### config.mk
export PLATFORM = sky130hd
export DESIGN_NAME = tlim_monitor
export DESIGN_NICKNAME = d
export VERILOG_FILES = /design/src/logic/tlim_pkg.sv /design/src/logic/tlim_timer.sv /design/src/logic/tlim_monitor.sv
export SDC_FILE = /design/constraint.sdc
export NUM_CORES = 1
export LEC_CHECK = 0
export BUFFER_PORTS_ARGS = -buffer_cell sky130_fd_sc_hd__buf_2
export CORE_MARGIN = 3
export CORE_UTILIZATION = 25
export CTS_BUF_LIST = sky130_fd_sc_hd__clkbuf_8
export CTS_CLUSTER_DIAMETER = 100
export DETAILED_ROUTE_END_ITERATION = 7
export PLACE_DENSITY_LB_ADDON = 0.2
export SKIP_CTS_REPAIR_TIMING = 1
export SLEW_MARGIN = 20
export SYNTH_ARGS = -nofsm -noshare
export SYNTH_HDL_FRONTEND = slang
export SYNTH_SLANG_ARGS = --single-unit
### constraint.sdc
create_clock -name aclk -period 3.15 [get_ports aclk]
set_input_delay 0.315 -clock aclk [delete_from_list [all_inputs] [get_ports aclk]]
set_output_delay 0.315 -clock aclk [all_outputs]
set_load 0.01 [all_outputs]
### src/logic/tlim_pkg.sv
// shared constants, register map and types of the ternary link integrity monitor
// assumes a 100 MHz aclk; offsets are byte addresses on a 32-bit AXI4-Lite slave
package tlim_pkg;

  // ==========================================================================
  // timing
  localparam int CLK_NS = 10;
  localparam int LINK_MAX_US = 6000;
  localparam int LINK_MIN_US = 300;
  localparam int LINK_MAX_CYC = LINK_MAX_US * 1000 / CLK_NS;
  localparam int LINK_MIN_CYC = (LINK_MIN_US * 1000 + CLK_NS - 1) / CLK_NS;

  // ==========================================================================
  // pulse thresholds
  localparam int CNT_W = 7;
  localparam logic [CNT_W-1:0] CNT_FIRST = 7'h1F;
  localparam logic [CNT_W-1:0] CNT_MORE = 7'h60;
  localparam logic [CNT_W-1:0] CNT_ZERO = 7'h00;
  localparam logic [CNT_W-1:0] CNT_ONE = 7'h01;

  // ==========================================================================
  // register map
  localparam int ADDR_W = 8;
  localparam logic [ADDR_W-1:0] CTRL_OFS = 8'h00;
  localparam logic [ADDR_W-1:0] STATUS_OFS = 8'h04;
  localparam logic [ADDR_W-1:0] IRQ_STAT_OFS = 8'h08;
  localparam logic [ADDR_W-1:0] IRQ_MASK_OFS = 8'h0C;
  localparam int CTRL_LINK_EN_BIT = 0;
  localparam int CTRL_PCS_RST_BIT = 1;
  localparam int ST_LINK_BIT = 0;
  localparam int ST_STATE_LSB = 1;
  localparam int ST_CARRIER_BIT = 4;
  localparam int ST_CNT_LSB = 8;
  localparam int IRQ_W = 3;
  localparam logic [1:0] CTRL_RESET = 2'h0;
  localparam logic [IRQ_W-1:0] IRQ_RESET = 3'h0;
  localparam logic [1:0] RESP_OKAY = 2'h0;
  localparam logic [1:0] RESP_SLVERR = 2'h2;

  // ==========================================================================
  // types
  typedef enum logic [2:0] {
    ST_FAIL,
    ST_MORE,
    ST_CARRIER_END,
    ST_WAIT_CTRL,
    ST_PASS
  } tlim_state_t;

  typedef struct packed {
    logic pos;
    logic neg;
  } tlim_lvl_t;

  typedef logic [1:0] tlim_sym_t;
  localparam tlim_sym_t SYM_PLUS = 2'h1;
  localparam tlim_sym_t SYM_ZERO = 2'h0;
  localparam tlim_sym_t SYM_MINUS = 2'h3;

  typedef struct packed {
    tlim_sym_t main;
    tlim_sym_t pair_a;
    tlim_sym_t pair_b;
  } tlim_sym3_t;

  typedef struct packed {
    logic link_up;
    logic link_down;
    logic too_close;
  } tlim_irq_t;

  function automatic tlim_lvl_t tlim_encode(input tlim_sym_t s);
    tlim_lvl_t l;
    l.pos = (s == SYM_PLUS);
    l.neg = (s == SYM_MINUS);
    return l;
  endfunction : tlim_encode

  function automatic tlim_sym_t tlim_decode(input tlim_lvl_t l);
    tlim_sym_t s;
    s = SYM_ZERO;
    if (l.pos && !l.neg)
      s = SYM_PLUS;
    else if (l.neg && !l.pos)
      s = SYM_MINUS;
    return s;
  endfunction : tlim_decode

endpackage : tlim_pkg

### src/logic/tlim_timer.sv
// re-triggerable down-counting window timer
// assumes restart is a single-cycle strobe in the aclk domain
module tlim_timer #(
  parameter int DURATION = 16,
  parameter bit START_DONE = 1'b0
) (
  input wire logic aclk, // clock
  input wire logic aresetn, // synchronous reset, active low
  input wire logic ce, // clock enable
  input wire logic restart, // reload full duration
  output logic done, // window has elapsed
  output logic expire // one-cycle strobe at expiry
);

  localparam int W = $clog2(DURATION + 1);
  localparam logic [W-1:0] FULL = W'(DURATION);
  localparam logic [W-1:0] ONE = W'(1);
  localparam logic [W-1:0] ZERO = W'(0);

  logic [W-1:0] cnt;
  wire last = (cnt == ONE);

  // ==========================================================================
  // counter
  always_ff @(posedge aclk)
  begin
    if (!aresetn)
    begin
      cnt <= START_DONE ? ZERO : FULL;
      done <= START_DONE;
      expire <= 1'b0;
    end
    else if (ce)
    begin
      expire <= 1'b0;
      if (restart)
      begin
        cnt <= FULL;
        done <= 1'b0;
      end
      else if (last)
      begin
        cnt <= ZERO;
        done <= 1'b1;
        expire <= 1'b1;
      end
      else if (cnt != ZERO)
        cnt <= cnt - ONE;
    end
  end

  chk_restart_clears: assert property (@(posedge aclk) disable iff (!aresetn)
    ce && restart |=> !done && !expire)
    else $error("timer done after restart");

endmodule : tlim_timer

### src/logic/tlim_monitor.sv
// ternary link integrity monitor: pulse counting, link state, data gating
// assumes link_pulse and carrier arrive synchronous to aclk; AXI4-Lite slave
//
// How it works
// pulses are declared absent when the window timer, set between 5 and 7 ms, expires
// pulses closer than a minimum spacing between 0.15 and 0.45 ms are too close
// every pulse and every carrier rise restarts the window timer and clears expiry
// outside link pass, a too-close pulse clears the pulse counter
// window timer expiry clears the pulse counter in every state
// in link pass, too-close pulses are neither counted nor clear the counter
// receive disabled: only idle goes upward and carrier status reads off
// carrier detection always runs; it passes upward only while receive enabled
// transmit disabled: requests become idle, idle link signal keeps going out
// sublayer reset has only on and off and resets the coding sublayer
// sourceless transitions are checked every cycle and override all others
// received symbols are re-timed on the local clock before use
// transmit symbols map +1, 0, -1 to positive, zero and negative levels
// received levels decode with the same mapping as transmit
// idle link signal goes only on the transmit pair, expected on receive pair
// link pass needs 31 pulses, then 96 more or carrier, carrier end, control
// outside link pass both receive and transmit enables stay off
// link ready only in link pass; window expiry returns to failed state
// the pulse counter saturates at its top threshold instead of wrapping
//
// Decided for this implementation: the AXI4-Lite slave port and the register offsets.
module tlim_monitor #(
  parameter int LINK_MAX_CYCLES = tlim_pkg::LINK_MAX_CYC,
  parameter int LINK_MIN_CYCLES = tlim_pkg::LINK_MIN_CYC
) (
  input wire logic aclk, // clock, 100 MHz
  input wire logic aresetn, // synchronous reset, active low
  input wire logic ce, // clock enable, freezes all state when low
  input wire logic link_pulse, // one-cycle strobe per link test pulse on receive_pair
  input wire logic pma_carrier, // internal carrier detect level
  input wire tlim_pkg::tlim_lvl_t receive_pair, // receive pair levels
  input wire tlim_pkg::tlim_lvl_t bidir_pair_a_in, // bidir pair a levels seen
  input wire tlim_pkg::tlim_lvl_t bidir_pair_b_in, // bidir pair b levels seen
  input wire logic tx_valid, // upper layer offers data symbols
  input wire tlim_pkg::tlim_sym3_t tx_sym, // symbols to send
  output tlim_pkg::tlim_lvl_t transmit_pair, // transmit pair levels
  output tlim_pkg::tlim_lvl_t bidir_pair_a_out, // bidir pair a drive levels
  output logic bidir_pair_a_oe, // bidir pair a driven
  output tlim_pkg::tlim_lvl_t bidir_pair_b_out, // bidir pair b drive levels
  output logic bidir_pair_b_oe, // bidir pair b driven
  output logic idle_link_signal, // idle link signal emitted on transmit pair
  output logic rx_valid, // rx_sym carries data
  output tlim_pkg::tlim_sym3_t rx_sym, // re-timed received symbols
  output logic carrier_status, // carrier seen by the upper layer
  output logic rcv_en, // receive enable
  output logic xmit_en, // transmit enable
  output logic link_status, // link ready
  output logic pcs_reset, // sublayer reset, active high
  output logic irq, // level interrupt
  input wire logic [tlim_pkg::ADDR_W-1:0] s_axi_awaddr, // write address
  input wire logic s_axi_awvalid, // write address valid
  output logic s_axi_awready, // write address ready
  input wire logic [31:0] s_axi_wdata, // write data
  input wire logic [3:0] s_axi_wstrb, // write strobes
  input wire logic s_axi_wvalid, // write data valid
  output logic s_axi_wready, // write data ready
  output logic [1:0] s_axi_bresp, // write response
  output logic s_axi_bvalid, // write response valid
  input wire logic s_axi_bready, // write response ready
  input wire logic [tlim_pkg::ADDR_W-1:0] s_axi_araddr, // read address
  input wire logic s_axi_arvalid, // read address valid
  output logic s_axi_arready, // read address ready
  output logic [31:0] s_axi_rdata, // read data
  output logic [1:0] s_axi_rresp, // read response
  output logic s_axi_rvalid, // read data valid
  input wire logic s_axi_rready // read data ready
);

  tlim_pkg::tlim_state_t state;
  tlim_pkg::tlim_state_t next_state;
  logic [tlim_pkg::CNT_W-1:0] pulse_cnt;
  logic [tlim_pkg::CNT_W-1:0] next_cnt;
  logic carrier_q;
  logic carrier_seen;
  logic [1:0] ctrl;
  logic [tlim_pkg::ADDR_W-1:0] aw_addr;
  logic [31:0] w_data;
  logic w_lane0;
  tlim_pkg::tlim_irq_t irq_stat;
  tlim_pkg::tlim_irq_t irq_mask;
  tlim_pkg::tlim_lvl_t rx_main_q;
  tlim_pkg::tlim_lvl_t rx_a_q;
  tlim_pkg::tlim_lvl_t rx_b_q;
  logic max_done;
  logic max_expire;
  logic min_done;

  // ==========================================================================
  // timers
  wire carrier_rise = pma_carrier && !carrier_q;
  wire max_restart = link_pulse || carrier_rise;
  wire too_close = link_pulse && !min_done;

  tlim_timer #(
    .DURATION(LINK_MAX_CYCLES),
    .START_DONE(1'b0)
  ) u_max_timer (
    .aclk(aclk),
    .aresetn(aresetn),
    .ce(ce),
    .restart(max_restart),
    .done(max_done),
    .expire(max_expire)
  );

  tlim_timer #(
    .DURATION(LINK_MIN_CYCLES),
    .START_DONE(1'b1)
  ) u_min_timer (
    .aclk(aclk),
    .aresetn(aresetn),
    .ce(ce),
    .restart(link_pulse),
    .done(min_done),
    .expire()
  );

  // ==========================================================================
  // pulse counter
  localparam logic [tlim_pkg::CNT_W-1:0] CNT_TOP = tlim_pkg::CNT_FIRST + tlim_pkg::CNT_MORE;
  wire in_pass = (state == tlim_pkg::ST_PASS);
  wire cnt_sat = (pulse_cnt == CNT_TOP);
  wire [tlim_pkg::CNT_W-1:0] cnt_inc = cnt_sat ? pulse_cnt : pulse_cnt + tlim_pkg::CNT_ONE;

  always_comb
  begin
    next_cnt = pulse_cnt;
    if (max_expire)
      next_cnt = tlim_pkg::CNT_ZERO;
    else if (too_close && !in_pass)
      next_cnt = tlim_pkg::CNT_ZERO;
    else if (too_close)
      next_cnt = pulse_cnt;
    else if (link_pulse)
      next_cnt = cnt_inc;
  end

  // ==========================================================================
  // link state
  wire soft_reset = ctrl[tlim_pkg::CTRL_PCS_RST_BIT];
  wire link_ctl = ctrl[tlim_pkg::CTRL_LINK_EN_BIT];

  always_comb
  begin
    next_state = state;
    case (state)
      tlim_pkg::ST_FAIL:
        if (pulse_cnt >= tlim_pkg::CNT_FIRST)
          next_state = tlim_pkg::ST_MORE;
      tlim_pkg::ST_MORE:
        if (pma_carrier)
          next_state = tlim_pkg::ST_CARRIER_END;
        else if (cnt_sat)
          next_state = tlim_pkg::ST_WAIT_CTRL;
      tlim_pkg::ST_CARRIER_END:
        if (!pma_carrier)
          next_state = tlim_pkg::ST_WAIT_CTRL;
      tlim_pkg::ST_WAIT_CTRL:
        if (link_ctl)
          next_state = tlim_pkg::ST_PASS;
      tlim_pkg::ST_PASS:
        if (!link_ctl)
          next_state = tlim_pkg::ST_FAIL;
      default:
        next_state = tlim_pkg::ST_FAIL;
    endcase
    // sourceless transitions win over anything above
    if (max_expire || soft_reset)
      next_state = tlim_pkg::ST_FAIL;
  end

  wire next_pass = (next_state == tlim_pkg::ST_PASS);

  always_ff @(posedge aclk)
  begin
    if (!aresetn)
    begin
      state <= tlim_pkg::ST_FAIL;
      pulse_cnt <= tlim_pkg::CNT_ZERO;
      carrier_q <= 1'b0;
      carrier_seen <= 1'b0;
    end
    else if (ce)
    begin
      state <= next_state;
      pulse_cnt <= next_cnt;
      carrier_q <= pma_carrier;
      carrier_seen <= pma_carrier;
    end
  end

  // ==========================================================================
  // data path gating; enables follow next_state so gated outputs line up
  wire send = next_pass && tx_valid;

  always_ff @(posedge aclk)
  begin
    if (!aresetn)
    begin
      rcv_en <= 1'b0;
      xmit_en <= 1'b0;
      link_status <= 1'b0;
      rx_main_q <= '0;
      rx_a_q <= '0;
      rx_b_q <= '0;
      rx_valid <= 1'b0;
      rx_sym <= '0;
      carrier_status <= 1'b0;
      transmit_pair <= '0;
      bidir_pair_a_out <= '0;
      bidir_pair_b_out <= '0;
      bidir_pair_a_oe <= 1'b0;
      bidir_pair_b_oe <= 1'b0;
      idle_link_signal <= 1'b1;
    end
    else if (ce)
    begin
      rcv_en <= next_pass;
      xmit_en <= next_pass;
      link_status <= next_pass;
      rx_main_q <= receive_pair;
      rx_a_q <= bidir_pair_a_in;
      rx_b_q <= bidir_pair_b_in;
      rx_valid <= next_pass && pma_carrier;
      carrier_status <= next_pass && pma_carrier;
      if (next_pass)
      begin
        rx_sym.main <= tlim_pkg::tlim_decode(rx_main_q);
        rx_sym.pair_a <= tlim_pkg::tlim_decode(rx_a_q);
        rx_sym.pair_b <= tlim_pkg::tlim_decode(rx_b_q);
      end
      else
        rx_sym <= '0;
      // idle requests send nothing; the idle link signal lives on transmit_pair only
      idle_link_signal <= !send;
      bidir_pair_a_oe <= send;
      bidir_pair_b_oe <= send;
      if (send)
      begin
        transmit_pair <= tlim_pkg::tlim_encode(tx_sym.main);
        bidir_pair_a_out <= tlim_pkg::tlim_encode(tx_sym.pair_a);
        bidir_pair_b_out <= tlim_pkg::tlim_encode(tx_sym.pair_b);
      end
      else
      begin
        transmit_pair <= '0;
        bidir_pair_a_out <= '0;
        bidir_pair_b_out <= '0;
      end
    end
  end

  // ==========================================================================
  // sublayer reset: on while bus reset or the control bit is set
  always_ff @(posedge aclk)
  begin
    if (!aresetn)
      pcs_reset <= 1'b1;
    else if (ce)
      pcs_reset <= soft_reset;
  end

  // ==========================================================================
  // interrupts
  wire tlim_pkg::tlim_irq_t irq_event = '{
    link_up: next_pass && !in_pass,
    link_down: !next_pass && in_pass,
    too_close: too_close
  };
  wire do_write = !s_axi_awready && !s_axi_wready && !s_axi_bvalid;
  wire wr_ctrl = do_write && w_lane0 && (aw_addr == tlim_pkg::CTRL_OFS);
  wire wr_stat = do_write && w_lane0 && (aw_addr == tlim_pkg::IRQ_STAT_OFS);
  wire wr_mask = do_write && w_lane0 && (aw_addr == tlim_pkg::IRQ_MASK_OFS);
  wire wr_hit = (aw_addr == tlim_pkg::CTRL_OFS) || (aw_addr == tlim_pkg::STATUS_OFS)
      || (aw_addr == tlim_pkg::IRQ_STAT_OFS) || (aw_addr == tlim_pkg::IRQ_MASK_OFS);
  wire [tlim_pkg::IRQ_W-1:0] w1c = wr_stat ? w_data[tlim_pkg::IRQ_W-1:0] : tlim_pkg::IRQ_RESET;
  // a new event beats a clear landing in the same cycle
  wire [tlim_pkg::IRQ_W-1:0] next_irq_stat = (irq_stat & ~w1c) | irq_event;

  always_ff @(posedge aclk)
  begin
    if (!aresetn)
    begin
      irq_stat <= tlim_pkg::IRQ_RESET;
      irq_mask <= tlim_pkg::IRQ_RESET;
      ctrl <= tlim_pkg::CTRL_RESET;
      irq <= 1'b0;
    end
    else if (ce)
    begin
      irq_stat <= next_irq_stat;
      if (wr_mask)
        irq_mask <= w_data[tlim_pkg::IRQ_W-1:0];
      if (wr_ctrl)
        ctrl <= w_data[1:0];
      irq <= |(next_irq_stat & irq_mask);
    end
  end

  // ==========================================================================
  // AXI4-Lite write: address and data taken in either order, answered after both
  always_ff @(posedge aclk)
  begin
    if (!aresetn)
    begin
      s_axi_awready <= 1'b1;
      s_axi_wready <= 1'b1;
      s_axi_bvalid <= 1'b0;
      s_axi_bresp <= tlim_pkg::RESP_OKAY;
      aw_addr <= '0;
      w_data <= '0;
      w_lane0 <= 1'b0;
    end
    else if (ce)
    begin
      if (s_axi_awready && s_axi_awvalid)
      begin
        s_axi_awready <= 1'b0;
        aw_addr <= s_axi_awaddr;
      end
      if (s_axi_wready && s_axi_wvalid)
      begin
        s_axi_wready <= 1'b0;
        w_data <= s_axi_wdata;
        w_lane0 <= s_axi_wstrb[0];
      end
      if (do_write)
      begin
        s_axi_bvalid <= 1'b1;
        s_axi_bresp <= wr_hit ? tlim_pkg::RESP_OKAY : tlim_pkg::RESP_SLVERR;
      end
      if (s_axi_bvalid && s_axi_bready)
      begin
        s_axi_bvalid <= 1'b0;
        s_axi_awready <= 1'b1;
        s_axi_wready <= 1'b1;
      end
    end
  end

  // ==========================================================================
  // AXI4-Lite read
  wire [31:0] status_word = {17'h00000, pulse_cnt, 3'h0, carrier_seen, state, link_status};
  wire rd_ctrl = (s_axi_araddr == tlim_pkg::CTRL_OFS);
  wire rd_status = (s_axi_araddr == tlim_pkg::STATUS_OFS);
  wire rd_stat = (s_axi_araddr == tlim_pkg::IRQ_STAT_OFS);
  wire rd_mask = (s_axi_araddr == tlim_pkg::IRQ_MASK_OFS);
  wire rd_hit = rd_ctrl || rd_status || rd_stat || rd_mask;
  wire [31:0] rd_word = rd_ctrl ? {30'h00000000, ctrl}
      : rd_status ? status_word
      : rd_stat ? {29'h00000000, irq_stat}
      : rd_mask ? {29'h00000000, irq_mask}
      : 32'h00000000;

  always_ff @(posedge aclk)
  begin
    if (!aresetn)
    begin
      s_axi_arready <= 1'b1;
      s_axi_rvalid <= 1'b0;
      s_axi_rdata <= 32'h00000000;
      s_axi_rresp <= tlim_pkg::RESP_OKAY;
    end
    else if (ce)
    begin
      if (s_axi_arready && s_axi_arvalid)
      begin
        s_axi_arready <= 1'b0;
        s_axi_rvalid <= 1'b1;
        s_axi_rdata <= rd_word;
        s_axi_rresp <= rd_hit ? tlim_pkg::RESP_OKAY : tlim_pkg::RESP_SLVERR;
      end
      else if (s_axi_rvalid && s_axi_rready)
      begin
        s_axi_rvalid <= 1'b0;
        s_axi_arready <= 1'b1;
      end
    end
  end

  // ==========================================================================
  // checks
  chk_enables_off_fail: assert property (@(posedge aclk) disable iff (!aresetn)
    ce && next_state != tlim_pkg::ST_PASS |=> !rcv_en && !xmit_en && !link_status)
    else $error("enable high outside link pass");

  chk_rx_idle_off: assert property (@(posedge aclk) disable iff (!aresetn)
    !rcv_en |-> !rx_valid && !carrier_status && rx_sym == '0)
    else $error("receive data while disabled");

  chk_carrier_pass: assert property (@(posedge aclk) disable iff (!aresetn)
    ce && next_pass |=> carrier_status == $past(pma_carrier))
    else $error("carrier not passed while enabled");

  chk_tx_idle_off: assert property (@(posedge aclk) disable iff (!aresetn)
    !xmit_en |-> idle_link_signal && transmit_pair == '0 && !bidir_pair_a_oe)
    else $error("transmit while disabled");

  chk_expire_clears: assert property (@(posedge aclk) disable iff (!aresetn)
    ce && max_expire |=> pulse_cnt == tlim_pkg::CNT_ZERO && state == tlim_pkg::ST_FAIL)
    else $error("expiry did not clear counter");

  chk_close_clears: assert property (@(posedge aclk) disable iff (!aresetn)
    ce && too_close && !in_pass |=> pulse_cnt == tlim_pkg::CNT_ZERO)
    else $error("close pulse did not clear counter");

  chk_pass_ignores: assert property (@(posedge aclk) disable iff (!aresetn)
    ce && too_close && in_pass && !max_expire |=> $stable(pulse_cnt))
    else $error("close pulse changed counter in link pass");

  chk_pass_entry: assert property (@(posedge aclk) disable iff (!aresetn)
    ce && next_pass && !in_pass |-> state == tlim_pkg::ST_WAIT_CTRL && link_ctl)
    else $error("link pass entered early");

  chk_cnt_saturates: assert property (@(posedge aclk) disable iff (!aresetn)
    ce && cnt_sat && link_pulse && !too_close && !max_expire |=> pulse_cnt == CNT_TOP)
    else $error("pulse counter wrapped");

  chk_carrier_restart: assert property (@(posedge aclk) disable iff (!aresetn)
    ce && carrier_rise |=> !max_done)
    else $error("carrier rise did not restart timer");

endmodule : tlim_monitor

Yosys cells after proc, flatten, opt, wreduce, memory -nomap -nowiden --
Cells that the tools add are included.
Word-level totals: memories 0, memory bits (writable) 0, register bits 133, memory bits (read-only) 0, bits in latches 0, word-level logic and storage cells 200, output and inout bits 63, input port bits 75
Cells by class: $mul 0, bitwise gates (word level) 4, shift operators 0, $add $sub $neg 3, equal/unequal tests 22, magnitude comparators 1, reduce and logical (&&, ||, !) cells 74, muxes and demuxes 50, div/mod/pow operators 0
Operators with widths (count):
- 15-bit 2-to-1 mux | 5
- 20-bit 2-to-1 mux | 3
- 7-bit 2-to-1 mux | 5
- 8-bit by 4-bit equality test with 1-bit output (second input constant) | 4
- 3-bit 2-to-1 mux | 10
- 2-bit AND reduction | 13
- 1-bit logical AND | 24
- 2-bit 2-to-1 mux | 11
- 20-bit by 1-bit equality test with 1-bit output (second input constant) | 1
- 20-bit nonzero test | 1
- 20-bit by 1-bit subtractor with 20-bit output (second input constant) | 1
- 8-bit by 3-bit equality test with 1-bit output (second input constant) | 2
- 8-bit logical NOT | 2
- 15-bit by 1-bit equality test with 1-bit output (second input constant) | 1
- 3-bit one-hot mux with 5 select lines | 1
- 15-bit nonzero test | 1
- 15-bit by 1-bit subtractor with 15-bit output (second input constant) | 1
- 1-bit logical NOT | 14
- 1-bit 2-to-1 mux | 14
- 2-bit nonzero test | 5
- 3-bit nonzero test | 3
- 1-bit logical OR | 8
- 7-bit by 1-bit adder with 7-bit output (second input constant) | 1
- 7-bit equality test (second input constant) | 1
- other kinds (14) | 22

Logic depth before layout (Yosys ltp) --
Gate-level depths: netlist of run 1.
depth after elaboration 11, depth in mapped cells 9, gate-level depth less buffers 7

Hierarchy --
From an unflattened synthesis of run 1, not the netlist that was laid out.
Second synthesis, totals: cells, all modules 635, area, all modules 5677.9 µm²
Modules (own cells, without submodules):
- tlim_monitor | area an instance 3449.6 µm², cells each 366, sequential area each 1481.4 µm², instances 1
- tlim_timer at u_max_timer | area an instance 1257.5 µm², cells each 152, sequential area each 440.4 µm², instances 1
- tlim_timer at u_min_timer | area an instance 970.9 µm², cells each 117, sequential area each 340.3 µm², instances 1

Worst setup path after synthesis of run 1 --
Ideal clock, no wire load.
kind flip-flop to flip-flop, start point reg u_min_timer.cnt[0], end point reg u_min_timer.cnt[13], required time 3063 ps, path slack 1117 ps, data arrival time 1946 ps, cell stages (with the launch flop) 10, path buffers 2, period minus slack after synthesis 2033 ps, library setup time 87 ps, cell sequence dfxtp_1 > inv_1 > ha_1 > or3b_2 > a2111o_1 > o21ai_2 > buf_6 > buf_12 > o211ai_2 > o31ai_1
Between the ends: cells in the longest elaborated chain, start to end 4, elaborated cells between the ends (all ways) 8, classes of those cells 1 x add/sub; 1 x eq/ne; 3 x mux; 3 x reduce/logical
Ends and longest elaborated chain:
- from (decl) | RTL line tlim_timer.sv:20 | logic [W-1:0] cnt;
- from (signal assigned) | RTL line tlim_timer.sv:29 | cnt <= START_DONE ? ZERO : FULL;
- from (signal assigned) | RTL line tlim_timer.sv:48 | cnt <= cnt - ONE;
- 15-bit by 1-bit subtractor with 15-bit output | RTL line tlim_timer.sv:48
- 15-bit 2-to-1 mux | RTL line tlim_timer.sv:47 | else if (cnt != ZERO)
- 15-bit 2-to-1 mux | RTL line tlim_timer.sv:41 | else if (last)
- 15-bit 2-to-1 mux | RTL line tlim_timer.sv:36 | if (restart)
Several ways; a longest one is shown, not always the timed one. The select of a mux whose other input is x is not followed. A chain may end at the register's enable or synchronous reset.

Final worst setup path of run 1 --
start point reg u_min_timer.cnt[0], end point reg u_min_timer.cnt[7]
Same word-level chain as after synthesis.

==> results of run 1 <==
final cells by class:
type | instances | area, um^2
Clock buffer | 9 | 124
Clock inverter | 7 | 53.8
Fill cell | 2296 | 15000
Inverter | 19 | 71.3
Multi-Input combinational cell | 452 | 2840
Sequential cell | 111 | 2220
Tap cell | 275 | 344
Timing Repair Buffer | 95 | 505
registers in the layout, summed over array words and instances, names as in the netlist, 3 cells and up:
register,count
rx_sym,6
irq_stat,3
state,3
pulse_cnt,7
u_min_timer.cnt,15
u_max_timer.cnt,20
w_data,3
s_axi_rdata,12
aw_addr,8
irq_mask,3
worst min-delay path: stages:
cell and delay, ns:
buf_2 0.07, mux2i_1 0.05, nor2_1 0.07
report_power, final:
part / switching (uW) / leakage [uW] / total [uW] / internal [uW]
combinational: 271 / 0.00147 / 445 / 174
sequential: 53.3 / 0.000903 / 1510 / 1460
clock: 536 / 0.0000991 / 836 / 299
total: 861 / 0.00247 / 2790 / 1930
through the flow:
step                      hold WS [ns]  util, %  cell area, um^2  power, uW
after global routing             0.124     29.1             6160       2970
final                            0.144     29.1             6160       2790
after detailed placement         0.450     28.3             5980       1990
after floorplan                  0.446        -             5500       1880
after CTS                        0.115     29.1             6160       2850
after global placement           0.449     28.3             5980       1990
placed cells by master (no fill, tap or decap), types with 4 or more instances in the layout:
cell and instances:
and3_1 6, buf_2 83, o21ai_0 25, dfxtp_1 111
a21oi_1 31, xnor2_1 5, or4_1 6, xor2_1 4
o211ai_1 8, nor3_1 9, inv_1 20, o31ai_1 9
o41ai_1 4, nor2_1 84, nor4_1 6, clkbuf_8 9
nand2_1 29, or3_1 9, a21o_1 4, conb_1 22
nor2b_1 5, nor3b_1 5, nor4_2 4, and2_1 10
a22oi_1 20, nand3_1 20, buf_4 12, a31oi_1 17
mux2i_1 27, nand3b_1 8, ha_1 8, o21ai_1 4
Yosys cell counts, drive strengths merged, types with 9 or more instances:
cell    instances  area, um^2
buf            38         273
and2           10        62.6
a31oi          17         106
mux2i          27         270
nand2          32         128
dfxtp         111        2220
nor4           10        87.6
a21oi          34         181
or3             9        56.3
a22oi          20         150
inv            19        71.3
nor2           84         315
nor3            9        45.0
o31ai           9        67.6
o21ai          30         154
nand3          20         100
clkbuf         24        90.1
o211ai          9        72.6
cell families after synthesis:
family                     synth area share [%]
and+or+nand+nor                            20.8
AOI/OAI and AO/OA                          21.0
DFF                                        41.0
buffers and inverters                      8.01
muxes                                      5.82
xor gates and xnor gates                   1.45
adders and majority gates                  1.85
other                                    0.0692
layer usage:
| layer | routed length, um | GRT usage, % |
|---|---|---|
| met2 | 6680 | 19.7 |
| met3 | 608 | 3.34 |
| met4 | 129 | 2.93 |
| met1 | 6890 | 16.4 |
| met5 | 0 | 0 |
worst min path at each step:
| stage | cells after the start | from | to |
|---|---|---|---|
| floorplan | 2 | u_max_timer.cnt[15] | u_max_timer.cnt[15] |
| global placement | 2 | bidir_pair_b_out[1] | bidir_pair_b_out[1] |
| detailed placement | 2 | bidir_pair_b_out[1] | bidir_pair_b_out[1] |
| CTS | 3 | bidir_pair_a_in[1] | rx_a_q[1] |
| global route | 3 | s_axi_wstrb[0] | w_lane0 |
| finish | 3 | bidir_pair_a_in[1] | rx_a_q[1] |
==> qor.yml, run 1 <==
outcome:
  status: "finished, final reports clean"
placement:
  place_inst: 952
  gp_congestion: 0.745
  pre_cts_ws_ns: 0.698
  dp_hpwl_mm: 10.2
  io_buffers: 83
clock_network:
  tritoncts: "done"
  clk_pin_slew_ns: 0.12
  htree_levels: 3
  cts-root-buf: "clkbuf_8"
  numClockSinks: 111
  insertion_delay_ns: 0.39
  cts-buffers-inserted: 9
  clockBufferDepth: 2
setup_path:
  r2r_end: "u_min_timer.cnt[7]"
  start_kind: "flop"
  rrSetupSlack_ns: 0.67
  path_class: "flop to flop"
  critPathArrivalTime_ns: 2.80
  path_buf_inv: 2
  reg2reg_depth: 8
  cp_slowest_stage_delay_ns: 0.50
  startpoint: "u_min_timer.cnt[0]"
  cpLargestDelayFamily: "compound AO/OA/AOI/OAI gates"
  cp.depth: 8
  crit_required_ns: 3.46
  worstReg2RegStart: "u_min_timer.cnt[0]"
  crit_chain: "inv_1 -> ha_1 -> or3b_2 -> a2111o_1 -> o21ai_2 -> buf_4 -> a21oi_1 -> o22ai_1"
  critPathCaptureType: "flop"
  cp_slowest_cell: "or3b_2"
  cp_max_fo: 12
  crit_path_end: "u_min_timer.cnt[7]"
min_path:
  hold_class: "primary input to flop"
yosys:
  ys_seq_area_share_pct: 41.0
  synth-seq-cells: 111
  synth_area_um2: 5420
  synth_area_per_cell_um2: 8.70
  yosysUniqueCellTypes: 70
  synth-edff-count: 0
  synth_cells: 623
  synth-async-reset-ratio_pct: 0
  ys.flop_type: "dfxtp_1"
  ys_warn_count: 0
timing:
  finalHoldViolations: 0
  fin_crit_sh_pct: 78.8
  fin_setup_tns_ns: 0
  maxSlewViolCount: 0
  min_period_ns: 2.48
  fin_skew_ns: 0.0148
  max_freq_ghz: 0.403
  relSlewSlack_pct: 35.5
  setup_ws_ns: 0.667
  grt_setup_unrepaired: "false"
  worst_slew_pin_slew_ns: 0.963
  setup_viol: 0
power_and_ir_drop:
  ir_drop_mv: 0.179
  p_per_area_nw_per_um2: 453
  p_leak_uw: 0.00247
die:
  die_area_um2: 23500
  initial_utilization_pct: 25.6
  fp-row-count: 53
  die_y_um: 153
  chipWidth_um: 153
  core-area_um2: 21200
  boundaryPins: 138
routing:
  viasPerCell: 4.82
  drtPass1Iterations: 4
  drt_iter0_markers: 264
  num_vias: 4663
  post_drt_wl_per_cell_um: 14.8
  drc: 0
  postRouteAntennaNets: 0
  wl_mm: 14.3
finish:
  stdcell_count: 968
  drive_above_1_share_pct: 19.0
  num_antenna_cells: 0
  nets: 771
  syn_to_final_growth_pct: 13.7
global_route:
  grt_pass1_vias: 4448
  grt_max_degree: 39
  overflow: 0
  grt_antenna_before_repair: 0
  grt_usage_pct: 12.2
  grt_pass1_wl_mm: 23.7
job:
  cap_violations: 0
(Power assumes the default switching activity.)
==> run 2, diff against run 1 <==
Clock period 3.15 ns to 2.5 ns, I/O delays scaled along.
==> run 2 against run 1 <==
  * Clock power is 52% higher
  * Worst setup slack got worse by 0.35 ns
  * Utilization rose by 0.93 points
  * Combinational power increased by 33%
  * Largest cell class unchanged
  * Clock-buffer cell count rose by 1
  * Via count is 1.1% higher
  * Flip-flop and latch count did not move
  * Global-route usage decreased by 0.52 points
  * Die area unchanged
  * Sequential power rose by 26%
  * Fmax is 14% higher
==> qor.yml, run 2 (synthesized netlist as in run 1, its figures left out) <==
setup_path:
  rrSetupSlack_ns: 0.31
  critPathCaptureType: "flop"
  r2r_end: "u_max_timer.cnt[9]"
  reg2reg_depth: 5
  crit_required_ns: 2.78
  crit_path_end: "u_max_timer.cnt[9]"
  cp_max_fo: 8
  critPathArrivalTime_ns: 2.47
  path_class: "flop to flop"
  start_kind: "flop"
  worstReg2RegStart: "u_max_timer.cnt[10]"
  startpoint: "u_max_timer.cnt[10]"
routing:
  post_drt_wl_per_cell_um: 14.3
  num_vias: 4714
  wl_mm: 14.1
  drt_iter0_markers: 204
  postRouteAntennaNets: 0
  drtPass1Iterations: 5
  viasPerCell: 4.79
  drc: 0
die:
  fp-row-count: 53
  initial_utilization_pct: 25.6
  chipWidth_um: 153
  die_y_um: 153
  boundaryPins: 138
  die_area_um2: 23500
  core-area_um2: 21200
finish:
  top_register: "u_max_timer.cnt"
  nets: 787
  reg.largest.list: "u_max_timer.cnt x20, u_min_timer.cnt x15, s_axi_rdata x12"
  final_common_cell: "dfxtp_1"
  num_antenna_cells: 0
  syn_to_final_growth_pct: 17.3
  final_util_pct: 30.1
  drive_above_1_share_pct: 21.3
  largest_reg_flops: 20
  final_cell_mix: "111 x dfxtp_1, 84 x nor2_1, 83 x buf_2"
global_route:
  grt_usage_pct: 11.7
  grt_max_degree: 56
  grt_pass1_wl_mm: 22.5
  overflow: 0
  grt_antenna_before_repair: 0
  grt_pass1_vias: 4278
clock_network:
  numClockSinks: 111
  tritoncts: "done"
  cts-buffers-inserted: 9
  htree_levels: 3
  clk_pin_slew_ns: 0.11
  cts-root-buf: "clkbuf_8"
  insertion_delay_ns: 0.39
  clockBufferDepth: 2
timing:
  fin_skew_ns: 0.0189
  maxSlewViolCount: 0
  relSlewSlack_pct: 60.5
  grt_setup_unrepaired: "false"
  finalHoldViolations: 0
  fin_crit_sh_pct: 87.5
  max_freq_ghz: 0.457
  setup_viol: 0
  min_period_ns: 2.19
  fin_setup_tns_ns: 0
  worst_slew_pin_slew_ns: 0.591
power_and_ir_drop:
  p_leak_uw: 0.00258
  p_per_area_nw_per_um2: 591
  ir_drop_mv: 0.226
outcome:
  status: "finished, final reports clean"
placement:
  dp_hpwl_mm: 10.0
  gp_congestion: 0.760
  io_buffers: 83
min_path:
  hold_class: "primary input to flop"
  holdPathStages: 3
job:
  cap_violations: 0
run 2: changes by cell type in the layout (fill, tap and decap cells not counted), sizes merged:
cell and delta:
buf +16, inv -3, bufinv +2, clkbuf +1
run 2: critical path: stages (launching register included):
cell and delay [ns]:
dfxtp_1 0.35, nor4_1 0.45, and4_1 0.44, and2_1 0.34, o21ai_0 0.13, a221o_1 0.37
run 2: power breakdown:
part           switching [uW]  internal [uW]
Combinational             347            243
Clock                     657            608
Sequential               68.3           1840
Total                    1070           2690
run 2: cell type report:
| class | count | area (um^2) |
|---|---|---|
| multi-input cells | 452 | 2850 |
| flip-flops and latches | 111 | 2220 |
| clock inverters | 6 | 97.6 |
| inverters | 19 | 71.3 |
| fillers | 2255 | 14800 |
| repair buffers | 111 | 638 |
| well taps | 275 | 344 |
| clock buffers | 10 | 138 |
run 2: routing by layer:
| metal | share of wire, % | track usage, % | vias to the layer above | wire, um |
|---|---|---|---|---|
| li1 | - | - | 2381 | - |
| met1 | 48 | 15.9 | 2233 | 6780 |
| met2 | 46 | 18.5 | 88 | 6520 |
| met3 | 4.2 | 3.09 | 12 | 596 |
| met4 | 1.1 | 3.18 | 0 | 159 |
| met5 | 0 | 0 | - | 0 |
run 2: how the worst min path moves through the flow:
stage                         from                  end  slack, ns
2_1_floorplan      s_axi_awaddr[0]           aw_addr[0]       0.39
3_3_place_gp   bidir_pair_b_out[1]  bidir_pair_b_out[1]       0.44
3_5_place_dp   bidir_pair_b_out[1]  bidir_pair_b_out[1]       0.45
4_1_cts            s_axi_awaddr[5]           aw_addr[5]       0.06
5_1_grt            receive_pair[1]         rx_main_q[1]       0.07
6_report           s_axi_awaddr[4]           aw_addr[4]       0.08
run 2: stage by stage:
step	hold slack (ns)	area (um^2)	cells	setup slack [ns]	power [uW]
after floorplan	0.394	5500	644	0.467	2370
after CTS	0.0572	6350	984	0.130	3820
after global routing	0.0652	6360	984	0.105	3980
after global placement	0.442	6120	968	0.200	2540
final	0.0801	6360	984	0.313	3760
after detailed placement	0.445	6120	968	0.146	2540
==> run 3, diff against run 2 <==
Clock period 2.5 ns to 2.6 ns, I/O delays scaled along.
==> run 3 against run 2 <==
  * Via count shrank 2.1%
  * Worst setup slack lost 0.042 ns
  * Utilization shrank 0.25 points
  * Die area is the same
  * First-iteration DRC count grew 30%
  * Fmax shrank 6.1%
  * Routed wire length grew 0.94%
  * Clock power shrank 10%
  * Register-to-register slack lost 0.04 ns
  * Design area shrank 0.85%
  * Critical path type unchanged
  * Largest cell class unchanged
==> qor.yml, run 3 (synthesized netlist as in run 1, its figures left out) <==
outcome:
  status: "finished, final reports clean"
clock_network:
  insertion_delay_ns: 0.40
  tritoncts: "done"
  clockBufferDepth: 2
  cts-buffers-inserted: 9
  clk_pin_slew_ns: 0.12
  htree_levels: 3
  numClockSinks: 111
  cts-root-buf: "clkbuf_8"
setup_path:
  cp_slowest_stage_delay_ns: 0.77
  path_class: "flop to flop"
  worstReg2RegStart: "u_max_timer.cnt[0]"
  r2r_end: "u_max_timer.cnt[9]"
  crit_chain: "inv_1 -> ha_1 -> and2_1 -> a31oi_1 -> o21ai_0 -> a221o_1"
  start_kind: "flop"
  cp_slowest_cell: "a31oi_1"
  critPathCaptureType: "flop"
  rrSetupSlack_ns: 0.27
  crit_required_ns: 2.90
  critPathArrivalTime_ns: 2.62
  reg2reg_depth: 6
  cp_max_fo: 10
timing:
  worst_slew_pin_slew_ns: 0.905
  fin_skew_ns: 0.0147
  setup_viol: 0
  finalHoldViolations: 0
  fin_crit_sh_pct: 89.6
  min_period_ns: 2.33
  grt_setup_unrepaired: "false"
  relSlewSlack_pct: 39.4
  max_freq_ghz: 0.429
  maxSlewViolCount: 0
  fin_setup_tns_ns: 0
min_path:
  hold_class: "primary input to flop"
  hold_start: "s_axi_awaddr[4]"
  holdPathStages: 3
  min_to: "aw_addr[4]"
routing:
  viasPerCell: 4.71
  num_vias: 4614
  drc: 0
  post_drt_wl_per_cell_um: 14.5
  postRouteAntennaNets: 0
  drt_iter0_markers: 266
  drtPass1Iterations: 4
  wl_mm: 14.2
finish:
  reg.largest.list: "u_max_timer.cnt x20, u_min_timer.cnt x15, s_axi_rdata x12"
  fin_area_um2: 6300
  num_antenna_cells: 0
  final_cell_mix: "111 x dfxtp_1, 84 x nor2_1, 83 x buf_2"
  largest_reg_flops: 20
  nets: 783
  final_util_pct: 29.8
  syn_to_final_growth_pct: 16.4
  drive_above_1_share_pct: 20.7
  top_register: "u_max_timer.cnt"
  final_common_cell: "dfxtp_1"
placement:
  gp_congestion: 0.771
  io_buffers: 83
  dp_hpwl_mm: 10.2
  placed_cell_area_um2: 6090
global_route:
  grt_pass1_vias: 4392
  grt_usage_pct: 12.0
  grt_pass1_wl_mm: 23.3
  grt_max_degree: 59
  overflow: 0
  grt_antenna_before_repair: 0
die:
  initial_utilization_pct: 25.6
  boundaryPins: 138
  die_area_um2: 23500
  fp-row-count: 53
  chipWidth_um: 153
  core-area_um2: 21200
  die_y_um: 153
power_and_ir_drop:
  p_per_area_nw_per_um2: 561
  p_leak_uw: 0.00255
  p_total_uw: 3540
  ir_drop_mv: 0.241
job:
  cap_violations: 0
==> run 3: worst max-delay path by stage <==
stage / endpoint / cells past startpoint / startpoint
after floorplan: u_min_timer.cnt[13] / 9 / u_min_timer.cnt[0]
after global placement: u_max_timer.cnt[9] / 6 / u_max_timer.cnt[0]
after detailed placement: u_max_timer.cnt[9] / 6 / u_max_timer.cnt[0]
after CTS: u_max_timer.cnt[9] / 6 / u_max_timer.cnt[0]
after global routing: u_max_timer.cnt[9] / 6 / u_max_timer.cnt[0]
final: u_max_timer.cnt[9] / 6 / u_max_timer.cnt[0]
==> run 3: per-stage QoR <==
stage / std cells / hold WS (ns) / setup slack [ns]
2_1_floorplan: 644 / 0.404 / 0.567
3_3_place_gp: 964 / 0.445 / 0.351
3_5_place_dp: 964 / 0.447 / 0.306
4_1_cts: 980 / 0.0583 / 0.301
5_1_grt: 980 / 0.0582 / 0.168
6_report: 980 / 0.0895 / 0.271
==> run 3: final cells by class <==
type                       count  area (um^2)
timing repair buffer         107          608
fill                        2278        14900
multi-input combinational    452         2840
clock inverter                 7         93.8
sequential                   111         2220
inverter                      19         71.3
tap                          275          344
clock buffer                   9          124
==> run 3: routing by layer <==
metal	routed length, um	GRT usage (%)
met5	0	0
met4	138	2.46
met3	645	3.26
met2	6590	19.5
met1	6810	16.1
==> run 3: power by group <==
part	switching [uW]	total [uW]	internal, uW	leakage (uW)
sequential	66.2	1830	1770	0.000903
combinational	334	565	231	0.00153
clock	671	1140	468	0.000109
==> run 3: worst max-delay path, delay by kind of cell (launching register included) <==
| kind | cells | cell delay (ns) |
|---|---|---|
| AND/OR/NAND/NOR | 1 | 0.25 |
| AO/OA/AOI/OAI | 3 | 1.28 |
| adder cells (fa/ha/maj) | 1 | 0.23 |
| flip-flops | 1 | 0.39 |
| buffers and inverters | 1 | 0.07 |
